[src/soscr_pkg.sv]
// Purpose: Constants for the supply, oscillator and sleep configuration bank
// Assumes: Byte-wide registers on a 32-bit Wishbone word per register
// Notes:   Printed offsets are register indices; byte address is four times the index
package soscr_pkg;

  // Register indices
  localparam logic [7:0] SOSCR_IDX_MON_CTRL  = 8'he3;
  localparam logic [7:0] SOSCR_IDX_CMP_STAT  = 8'he4;
  localparam logic [7:0] SOSCR_IDX_MAIN_TRIM = 8'he8;
  localparam logic [7:0] SOSCR_IDX_SLOW_TRIM = 8'he9;
  localparam logic [7:0] SOSCR_IDX_SLEEP_CFG = 8'heb;
  localparam logic [7:0] SOSCR_IDX_EXT_CFG   = 8'hec;
  localparam logic [7:0] SOSCR_IDX_IRQ_STAT  = 8'hf0;
  localparam logic [7:0] SOSCR_IDX_IRQ_EN    = 8'hf1;
  localparam logic [7:0] SOSCR_IDX_IRQ_CLR   = 8'hf2;

  // Writable masks (the comparator status mask is read-only), reserved bits read zero
  localparam logic [7:0] SOSCR_MSK_MON_CTRL  = 8'h3f;
  localparam logic [7:0] SOSCR_MSK_CMP_STAT  = 8'h02;
  localparam logic [7:0] SOSCR_MSK_SLOW_TRIM = 8'h6f;
  localparam logic [7:0] SOSCR_MSK_SLEEP_CFG = 8'hc0;
  localparam logic [7:0] SOSCR_MSK_EXT_CFG   = 8'h0c;
  localparam logic [7:0] SOSCR_MSK_IRQ       = 8'h03;

  // Reset values
  localparam logic [7:0] SOSCR_RST_MON_CTRL  = 8'h00;
  localparam logic [7:0] SOSCR_RST_MAIN_TRIM = 8'h00;
  localparam logic [7:0] SOSCR_RST_SLOW_TRIM = 8'h08;
  localparam logic [7:0] SOSCR_RST_SLEEP_CFG = 8'h00;
  localparam logic [7:0] SOSCR_RST_EXT_CFG   = 8'h00;

  // Field positions
  localparam int SOSCR_POS_BROWN_LVL  = 0;
  localparam int SOSCR_POS_SPEED_RST  = 3;
  localparam int SOSCR_POS_RESET_LVL  = 4;
  localparam int SOSCR_POS_CMP_FLAG   = 1;
  localparam int SOSCR_POS_SLOW_TRIM  = 0;
  localparam int SOSCR_POS_SLOW_FREQ  = 5;
  localparam int SOSCR_POS_SLOW_PD    = 6;
  localparam int SOSCR_POS_DUTY_SEL   = 6;
  localparam int SOSCR_POS_DUTY_EXT   = 2;
  localparam int SOSCR_POS_IRQ_BROWN  = 0;
  localparam int SOSCR_POS_IRQ_PHASE  = 1;

  // Duty ratios as log2 of the period in 32.768 kHz ticks
  localparam logic [3:0] SOSCR_LOG_DUTY_00 = 4'h8;
  localparam logic [3:0] SOSCR_LOG_DUTY_01 = 4'ha;
  localparam logic [3:0] SOSCR_LOG_DUTY_10 = 4'h6;
  localparam logic [3:0] SOSCR_LOG_DUTY_11 = 4'h4;
  localparam logic [3:0] SOSCR_LOG_EXT_01  = 4'hf;
  localparam logic [3:0] SOSCR_LOG_EXT_10  = 4'hd;

  // Slow tick from the 100 MHz system clock
  localparam int SOSCR_CLK_HZ       = 100_000_000;
  localparam int SOSCR_TICK_HZ      = 32_768;
  localparam int SOSCR_TICK_CYCLES  = SOSCR_CLK_HZ / SOSCR_TICK_HZ;

  typedef enum logic [1:0] {SOSCR_ST_IDLE, SOSCR_ST_ACK} soscr_bus_e;

endpackage

[src/soscr_duty_gen.sv]
// Purpose: Sleep duty-cycle generator for the supply monitor, bandgap and pump
// Assumes: One-cycle tick enable at the 32.768 kHz rate
// Notes:   On phase is one tick per period of 2**log_period ticks
`timescale 1ns/1ns
module soscr_duty_gen #(
  parameter int CNT_W = 16
) (
  // Clock and reset
  input  wire logic             clk_in,
  input  wire logic             rst_b_in,
  // Control
  input  wire logic             tick_in,
  input  wire logic [3:0]       log_period_in,
  // Outputs
  output logic                  on_out,
  output logic                  period_start_out
);

  logic [CNT_W-1:0] cnt_q;
  logic [CNT_W-1:0] last_w;
  logic             wrap_w;

  assign last_w           = CNT_W'((32'h1 << log_period_in) - 32'h1);
  assign wrap_w           = tick_in && (cnt_q >= last_w);
  assign period_start_out = wrap_w;

  // Ratio kept in ticks
  always_ff @(posedge clk_in) begin
    if (!rst_b_in) begin
      cnt_q  <= '0;
      on_out <= 1'b0;
    end else if (tick_in) begin
      cnt_q  <= wrap_w ? '0 : cnt_q + 1'b1;
      on_out <= wrap_w;
    end
  end

endmodule // soscr_duty_gen

[src/soscr_regs.sv]
// Purpose: Supply monitor, oscillator trim and sleep duty configuration bank
// Assumes: Classic Wishbone slave, 32-bit words, byte data in bits 7:0
// Notes:   Ack comes one cycle after the request is seen; unmapped reads give zero
// What this block does
// [RULE_01] Three-bit brownout level picks eight thresholds
// [RULE_02] Brownout resets speed select when enabled
// [RULE_03] Reset trip level forwarded to monitor
// [RULE_04] Status bit one mirrors brownout comparator
// [RULE_05] Main trim drives oscillator, boot loads
// [RULE_06] Going faster: write trim, then range
// [RULE_07] Going slower: change range, then trim
// [RULE_08] Firmware leaves main trim otherwise alone
// [RULE_09] Bit six selects slow-osc powerdown style
// [RULE_10] Bit five selects 32 kHz or 1 kHz
// [RULE_11] Firmware keeps slow trim factory value
// [RULE_12] Duty code selects 1/256,1/1024,1/64,1/16
// [RULE_13] Duty counted in 32.768 kHz periods
// [RULE_14] Software writes zeros to reserved bits
// [RULE_15] Extension code zero follows duty field
// [RULE_16] Reads return fields, reserved as zero
`timescale 1ns/1ns
module soscr_regs
  import soscr_pkg::*;
#(
  parameter int          ADR_W     = 10,
  parameter logic [7:0]  BOOT_TRIM = 8'h80
) (
  // Clock and reset
  input  wire logic              MCLK_IN,
  input  wire logic              RST_B_IN,
  // Wishbone slave
  input  wire logic              WB_CYC_IN,
  input  wire logic              WB_STB_IN,
  input  wire logic              WB_WE_IN,
  input  wire logic [ADR_W-1:0]  WB_ADR_IN,
  input  wire logic [3:0]        WB_SEL_IN,
  input  wire logic [31:0]       WB_DAT_IN,
  output logic [31:0]            WB_DAT_OUT,
  output logic                   WB_ACK_OUT,
  // Analog side
  input  wire logic              BROWNOUT_CMP_IN,
  input  wire logic              BOOT_LOAD_IN,
  output logic [2:0]             BROWNOUT_TRIP_LEVEL_OUT,
  output logic [1:0]             RESET_TRIP_LEVEL_OUT,
  output logic                   SPEED_SELECT_RESET_OUT,
  output logic [7:0]             MAIN_OSC_TRIM_OUT,
  output logic                   SLOW_OSC_POWERDOWN_SELECT_OUT,
  output logic                   SLOW_OSC_FREQUENCY_SELECT_OUT,
  output logic [3:0]             SLOW_OSC_TRIM_OUT,
  output logic                   MONITOR_POWER_ON_OUT,
  // Interrupt
  output logic                   IRQ_OUT
);

  logic [7:0] mon_ctrl_q;
  logic [7:0] main_trim_q;
  logic [7:0] slow_trim_q;
  logic [7:0] sleep_cfg_q;
  logic [7:0] ext_cfg_q;
  logic [7:0] irq_stat_q;
  logic [7:0] irq_stat_d;
  logic [7:0] irq_en_q;
  logic       cmp_q;
  logic       cmp_prev_q;
  logic       ack_q;
  logic [31:0] rdat_q;
  logic [15:0] div_q;
  logic        tick_w;
  logic        phase_on_w;
  logic        period_w;
  soscr_bus_e  bus_q;

  // Bus decode
  logic        req_w;
  logic        wr_w;
  logic        lane0_w;
  logic [7:0]  idx_w;
  logic        idx_ok_w;
  logic [7:0]  wbyte_w;
  logic [7:0]  rbyte_w;
  logic [7:0]  cmp_stat_w;
  logic [3:0]  log_base_w;
  logic [3:0]  log_period_w;
  logic [1:0]  ext_w;
  logic [7:0]  events_w;
  logic        brown_rise_w;

  assign req_w    = WB_CYC_IN && WB_STB_IN && (bus_q == SOSCR_ST_IDLE);
  // Compare in 32 bits so the 256-entry limit is not cut to eight bits
  assign idx_ok_w = (WB_ADR_IN[1:0] == 2'h0) && ((32'(WB_ADR_IN) >> 2) < 32'h100);
  assign idx_w    = 8'(WB_ADR_IN[ADR_W-1:2]);
  assign lane0_w  = WB_SEL_IN[0];
  assign wr_w     = req_w && WB_WE_IN && lane0_w && idx_ok_w;
  assign wbyte_w  = WB_DAT_IN[7:0];

  // [RULE_04] comparator status bit
  assign cmp_stat_w = 8'(cmp_q) << SOSCR_POS_CMP_FLAG;

  // [RULE_16] readback with reserved zero
  assign rbyte_w =
    !idx_ok_w                       ? 8'h00 :
    (idx_w == SOSCR_IDX_MON_CTRL)  ? (mon_ctrl_q  & SOSCR_MSK_MON_CTRL)  :
    (idx_w == SOSCR_IDX_CMP_STAT)  ? (cmp_stat_w  & SOSCR_MSK_CMP_STAT)  :
    (idx_w == SOSCR_IDX_MAIN_TRIM) ? main_trim_q :
    (idx_w == SOSCR_IDX_SLOW_TRIM) ? (slow_trim_q & SOSCR_MSK_SLOW_TRIM) :
    (idx_w == SOSCR_IDX_SLEEP_CFG) ? (sleep_cfg_q & SOSCR_MSK_SLEEP_CFG) :
    (idx_w == SOSCR_IDX_EXT_CFG)   ? (ext_cfg_q   & SOSCR_MSK_EXT_CFG)   :
    (idx_w == SOSCR_IDX_IRQ_STAT)  ? irq_stat_q :
    (idx_w == SOSCR_IDX_IRQ_EN)    ? irq_en_q : 8'h00;

  // Bus handshake: single-cycle wait, ack for one cycle
  always_ff @(posedge MCLK_IN) begin
    if (!RST_B_IN) begin
      bus_q  <= SOSCR_ST_IDLE;
      ack_q  <= 1'b0;
      rdat_q <= 32'h0;
    end else begin
      unique case (bus_q)
        SOSCR_ST_IDLE: begin
          ack_q <= req_w;
          if (req_w) begin
            bus_q  <= SOSCR_ST_ACK;
            rdat_q <= {24'h0, rbyte_w};
          end
        end
        SOSCR_ST_ACK: begin
          ack_q <= 1'b0;
          bus_q <= SOSCR_ST_IDLE;
        end
      endcase
    end
  end

  assign WB_ACK_OUT = ack_q;
  assign WB_DAT_OUT = rdat_q;

  // Configuration writes; masks keep reserved bits at zero even if written
  always_ff @(posedge MCLK_IN) begin
    if (!RST_B_IN) begin
      mon_ctrl_q  <= SOSCR_RST_MON_CTRL;
      main_trim_q <= SOSCR_RST_MAIN_TRIM;
      slow_trim_q <= SOSCR_RST_SLOW_TRIM;
      sleep_cfg_q <= SOSCR_RST_SLEEP_CFG;
      ext_cfg_q   <= SOSCR_RST_EXT_CFG;
      irq_en_q    <= 8'h00;
    end else begin
      // [RULE_05] factory trim at boot
      if (BOOT_LOAD_IN) begin
        main_trim_q <= BOOT_TRIM;
      end else if (wr_w && idx_w == SOSCR_IDX_MAIN_TRIM) begin
        main_trim_q <= wbyte_w;
      end
      // [RULE_16] synchronous field writes
      if (wr_w && idx_w == SOSCR_IDX_MON_CTRL) begin
        mon_ctrl_q <= wbyte_w & SOSCR_MSK_MON_CTRL;
      end
      if (wr_w && idx_w == SOSCR_IDX_SLOW_TRIM) begin
        slow_trim_q <= wbyte_w & SOSCR_MSK_SLOW_TRIM;
      end
      if (wr_w && idx_w == SOSCR_IDX_SLEEP_CFG) begin
        sleep_cfg_q <= wbyte_w & SOSCR_MSK_SLEEP_CFG;
      end
      if (wr_w && idx_w == SOSCR_IDX_EXT_CFG) begin
        ext_cfg_q <= wbyte_w & SOSCR_MSK_EXT_CFG;
      end
      if (wr_w && idx_w == SOSCR_IDX_IRQ_EN) begin
        irq_en_q <= wbyte_w & SOSCR_MSK_IRQ;
      end
    end
  end

  // Comparator is taken as synchronous; one stage aligns status and edge detect
  always_ff @(posedge MCLK_IN) begin
    if (!RST_B_IN) begin
      cmp_q      <= 1'b0;
      cmp_prev_q <= 1'b0;
    end else begin
      cmp_q      <= BROWNOUT_CMP_IN;
      cmp_prev_q <= cmp_q;
    end
  end

  // [RULE_01] level field to monitor, 000 lowest
  assign BROWNOUT_TRIP_LEVEL_OUT = mon_ctrl_q[SOSCR_POS_BROWN_LVL +: 3];
  // [RULE_03] reset level forwarded
  assign RESET_TRIP_LEVEL_OUT    = mon_ctrl_q[SOSCR_POS_RESET_LVL +: 2];
  // [RULE_02] gated speed reset
  assign SPEED_SELECT_RESET_OUT  = cmp_q && mon_ctrl_q[SOSCR_POS_SPEED_RST];

  // [RULE_05] trim drives oscillator
  assign MAIN_OSC_TRIM_OUT = main_trim_q;
  // [RULE_09] powerdown style select
  assign SLOW_OSC_POWERDOWN_SELECT_OUT = slow_trim_q[SOSCR_POS_SLOW_PD];
  // [RULE_10] frequency select
  assign SLOW_OSC_FREQUENCY_SELECT_OUT = slow_trim_q[SOSCR_POS_SLOW_FREQ];
  // [RULE_11] factory trim forwarded
  assign SLOW_OSC_TRIM_OUT = slow_trim_q[SOSCR_POS_SLOW_TRIM +: 4];

  // [RULE_13] 32.768 kHz tick divider
  always_ff @(posedge MCLK_IN) begin
    if (!RST_B_IN) begin
      div_q <= 16'h0;
    end else begin
      div_q <= tick_w ? 16'h0 : div_q + 16'h1;
    end
  end
  assign tick_w = (div_q == 16'(SOSCR_TICK_CYCLES - 1));

  // [RULE_12] duty code decode
  assign log_base_w =
    (sleep_cfg_q[SOSCR_POS_DUTY_SEL +: 2] == 2'h0) ? SOSCR_LOG_DUTY_00 :
    (sleep_cfg_q[SOSCR_POS_DUTY_SEL +: 2] == 2'h1) ? SOSCR_LOG_DUTY_01 :
    (sleep_cfg_q[SOSCR_POS_DUTY_SEL +: 2] == 2'h2) ? SOSCR_LOG_DUTY_10 : SOSCR_LOG_DUTY_11;

  // [RULE_15] extension overrides; reserved code falls back to the duty field
  assign ext_w        = ext_cfg_q[SOSCR_POS_DUTY_EXT +: 2];
  assign log_period_w = (ext_w == 2'h1) ? SOSCR_LOG_EXT_01 :
                        (ext_w == 2'h2) ? SOSCR_LOG_EXT_10 : log_base_w;

  // [RULE_13] gate monitor, bandgap and pump
  soscr_duty_gen #(
    .CNT_W (16)
  ) u_duty (
    .clk_in           (MCLK_IN),
    .rst_b_in         (RST_B_IN),
    .tick_in          (tick_w),
    .log_period_in    (log_period_w),
    .on_out           (phase_on_w),
    .period_start_out (period_w)
  );
  assign MONITOR_POWER_ON_OUT = phase_on_w;

  // Events: brownout comparator rising, start of each duty period
  assign brown_rise_w = cmp_q && !cmp_prev_q;
  assign events_w     = (8'(brown_rise_w) << SOSCR_POS_IRQ_BROWN) |
                        (8'(period_w)     << SOSCR_POS_IRQ_PHASE);

  // Set wins over a clear in the same cycle
  assign irq_stat_d = (irq_stat_q &
                       ~((wr_w && idx_w == SOSCR_IDX_IRQ_CLR) ? wbyte_w : 8'h00)) | events_w;

  always_ff @(posedge MCLK_IN) begin
    if (!RST_B_IN) begin
      irq_stat_q <= 8'h00;
    end else begin
      irq_stat_q <= irq_stat_d & SOSCR_MSK_IRQ;
    end
  end

  assign IRQ_OUT = |(irq_stat_q & irq_en_q);

endmodule // soscr_regs

[config.mk]
export PLATFORM = sky130hd
export DESIGN_NAME = soscr_regs
export DESIGN_NICKNAME = d
export VERILOG_FILES = /design/src/soscr_pkg.sv /design/src/soscr_duty_gen.sv /design/src/soscr_regs.sv
export SDC_FILE = /design/constraint.sdc
export NUM_CORES = 1
export LEC_CHECK = 0
export BUFFER_PORTS_ARGS = -buffer_cell sky130_fd_sc_hd__buf_2
export CORE_ASPECT_RATIO = 1.2
export CORE_MARGIN = 4
export CORE_UTILIZATION = 45
export CTS_BUF_LIST = sky130_fd_sc_hd__clkbuf_4
export DETAILED_ROUTE_END_ITERATION = 8
export PLACE_DENSITY_LB_ADDON = 0.08
export SETUP_SLACK_MARGIN = 0.02
export SLEW_MARGIN = 20
export SYNTH_ARGS = -nofsm -noshare
export SYNTH_HDL_FRONTEND = slang
export SYNTH_SLANG_ARGS = --single-unit
export TNS_END_PERCENT = 20
[constraint.sdc]
create_clock -name MCLK_IN -period 3.29 [get_ports MCLK_IN]
set_input_delay 0.4935 -clock MCLK_IN [delete_from_list [all_inputs] [get_ports MCLK_IN]]
set_output_delay 0.4935 -clock MCLK_IN [all_outputs]
set_load 0.03 [all_outputs]
==> run summary <==
design internal power -> 1250 µW
Final #Nets -> 601
Port Buf Inserts -> 56
Bufs and invs on worst path -> 2
Diodes inserted -> 0
met3 GRT Util -> 0.0473
Reg2Reg Depth -> 13
post_cts resized -> 0
I/O pin count -> 108
detailed-route wire length -> 9.08 mm
Die Y-Extent -> 111 µm
Pre-Repair DR Iteration Count -> 4
R2R setup slack -> 0.28 ns
Worst EP required -> 3.59 ns
slowest CP cell -> dfxtp_1
Max IR drop VDD -> 0.234 mV
FMAX -> 0.332 GHz
Vias/cell -> 5.16
Core ar. -> 0.00861 mm²
CP Launch Point -> ext_cfg_q[2]$_SDFFE_PN0P_
CP startpoint kind -> flop
fin util -> 0.517
Yosys Warn Count -> 0
most common cell in the netlist -> dfxtp_1
r2r endpoint -> irq_stat_q[1]$_SDFF_PN0_
CTS max path bufs -> 2
DIE WIDTH -> 94.1 µm
first-pass GRT wire length -> 15.8 mm
number of global-route vias before repair -> 3380
grt met2 use -> 0.302
critical path's top delay family -> compound AO/OA/AOI/OAI gates
critical path depth in cells -> 13
FF/Latch Area -> 0.00146 mm²
dominant cells by area after synthesis -> dfxtp_1 (36%), ha_1 (7.8%), mux2i_1 (6.7%)
TNS Setup -> 0 ns
Wirelength per Cell -> 14.1 µm
RSZ-0062 raised after global routing -> false
worst relative slew slack -> 0.342
Post-Synthesis Cell Area -> 0.00401 mm²
number of CTS-inserted buffers -> 9
Mapped Avg Cell Area -> 8.58 µm²
met1 Track Usage GR -> 0.238
share of the synthesized area in the top cell type -> 0.365
DIE AREA -> 0.0105 mm²
Placement Setup Slack -> 0.294 ns
Post-synth top cells -> dfxtp_1 (73), nor2_1 (69), nand2_1 (34), buf_4 (29), mux2i_1 (27)
Max Cap Viol -> 0
part of the power in the clock network -> 0.381
leak pwr -> 0.00187 µW
Post-CTS Setup Inserts -> 0
Worst-Skew Late Latency -> 0.41 ns
class of the worst hold path -> input port to flop
final period utilization -> 0.915
most used cell, CP -> a21oi_1
worst-margin pin slew -> 0.986 ns
Multi-input gate area -> 0.00230 mm²
initial antenna violation count -> 0
Final Setup Violations -> 0
Routed Antenna Nets -> 0
cells along the critical path -> inv_1 > ha_1 > nor4_2 > a21oi_1 > a21oi_1 > o221a_2 > ha_1 > a21oi_1 > o21ai_0 > o31ai_1 > buf_4 > nor2_1 > o21a_1
Max Fanout on Critical Path -> 5
Layout Cells excl Fill -> 644
FFs w/ async S/R, synth -> 0
drt drc -> 0
synthesized flop and latch total -> 73
CP endpoint -> irq_stat_q[1]$_SDFF_PN0_
Initial Utilization -> 0.465
total global routing overflow -> 0
status -> finished, final reports clean
largest net degree at the start of global routing -> 32
Final Hold Fails -> 0
Setup CP Type -> flop to flop
Synth Instances -> 467
Synth area leader -> dfxtp_1
Worst path max stage delay -> 0.41 ns
Synth Flop Type -> dfxtp_1
switch share -> 0.250
Critical Path AT -> 3.32 ns
Cell Pwr Density -> 373 mW/mm²
H-Tree Depth -> 3
placed insts -> 629
sequential area share after synthesis -> 0.365
P&R area growth vs syn -> 11.2%
Yosys cell types -> 62
gpl congestion -> 0.831
Filler Cell Count -> 876
all-layer global routing usage -> 0.184
Initial DRC Count -> 102
EDFF count, synth -> 0
final setup margin -> 0.279 ns
row cnt -> 37
CTS Hold Bufs -> 0
Worst Setup End Kind -> flop
power share of the sequential group -> 0.541
layout cell share with drive strength beyond 1 -> 0.169
DP HPWL -> 6.75 mm
Root Driver -> clkbuf_4
clk slew on worst S/H paths -> 0.13 ns
DR vias -> 3325
reg-to-reg critical path startpoint -> ext_cfg_q[2]$_SDFFE_PN0P_
clock sink count -> 73
sw power -> 415 µW
fin. max-slew vios -> 0
minimum clock period after layout -> 3.01 ns
global route hottest layer -> met2
TritonCTS clock tree -> built
skew final -> 0.0231 ns
Comb pwr share -> 0.078
-- layout make-up --
type	instances	share of cell area
well taps	117	0.0329
clock inverters	4	0.0155
multi-input cells	359	0.517
inverters	18	0.0152
repair buffers	62	0.0731
flip-flops and latches	73	0.328
clock buffers	11	0.0185
-- how the worst min path moves through the flow --
stage | depth (start not counted) | start | endpoint
global route | 2 | BROWNOUT_CMP_IN | cmp_q$_SDFF_PN0_
detailed placement | 1 | div_q[0]$_SDFF_PP0_ | div_q[0]$_SDFF_PP0_
global placement | 1 | div_q[0]$_SDFF_PP0_ | div_q[0]$_SDFF_PP0_
floorplan | 1 | div_q[0]$_SDFF_PP0_ | div_q[0]$_SDFF_PP0_
CTS | 2 | BROWNOUT_CMP_IN | cmp_q$_SDFF_PN0_
finish | 2 | BROWNOUT_CMP_IN | cmp_q$_SDFF_PN0_
-- registers in the layout (all words and copies together), names as in the netlist --
register           cells
sleep_cfg_q            2
MAIN_OSC_TRIM_OUT      8
WB_DAT_OUT             8
irq_stat_q             2
bus_q                  1
mon_ctrl_q             6
ext_cfg_q              2
u_duty.on_out          1
irq_en_q               2
WB_ACK_OUT             1
cmp_prev_q             1
cmp_q                  1
div_q                 16
slow_trim_q            6
u_duty.cnt_q          16
-- logic make-up after synthesis --
| family | count (synthesis) | synth area share |
|---|---|---|
| buffers and inverters | 61 | 0.0868 |
| xor gates and xnor gates | 26 | 0.0569 |
| other | 2 | 0.00188 |
| AOI/OAI and AO/OA | 72 | 0.118 |
| DFF | 73 | 0.365 |
| adders and majority gates | 25 | 0.0781 |
| muxes | 29 | 0.0731 |
| and+or+nand+nor | 179 | 0.220 |
-- power by group through the flow --
stage                     Clock, µW  Sequential, µW  Combinational, µW
after floorplan                   0             920                109
after global placement            0             919                127
after detailed placement          0             919                128
after CTS                       651             899                128
after global routing            689             901                144
final                           632             899                129
-- through the flow --
step / area [µm²] / total power (µW) / hold slack, ns
6_report: 4450 / 1660 / 0.301
5_1_grt: 4450 / 1730 / 0.289
4_1_cts: 4450 / 1680 / 0.283
3_5_place_dp: 4290 / 1050 / 0.467
3_3_place_gp: 4290 / 1050 / 0.457
2_1_floorplan: 4100 / 1030 / 0.437
-- layer usage --
metal | wire, µm | share of wire
met5 | 0 | 0
met4 | 76 | 0.0084
met3 | 513 | 0.057
met2 | 4430 | 0.49
met1 | 4060 | 0.45
-- layout by cell type, fill, tap and decap left out, types with 10 or more instances in the layout --
master | netlist | routed
clkbuf_4 | 0 | 11
conb_1 | 2 | 28
o21ai_0 | 11 | 11
nor2_1 | 69 | 69
inv_1 | 18 | 18
a21oi_1 | 25 | 25
nand2_1 | 34 | 34
xor2_1 | 14 | 14
xnor2_1 | 12 | 12
nor3_1 | 10 | 10
ha_1 | 25 | 25
nand3_1 | 14 | 14
dfxtp_1 | 73 | 73
buf_2 | 2 | 56
mux2i_1 | 27 | 27
No activity file was read; power rests on OpenSTA's default activity.
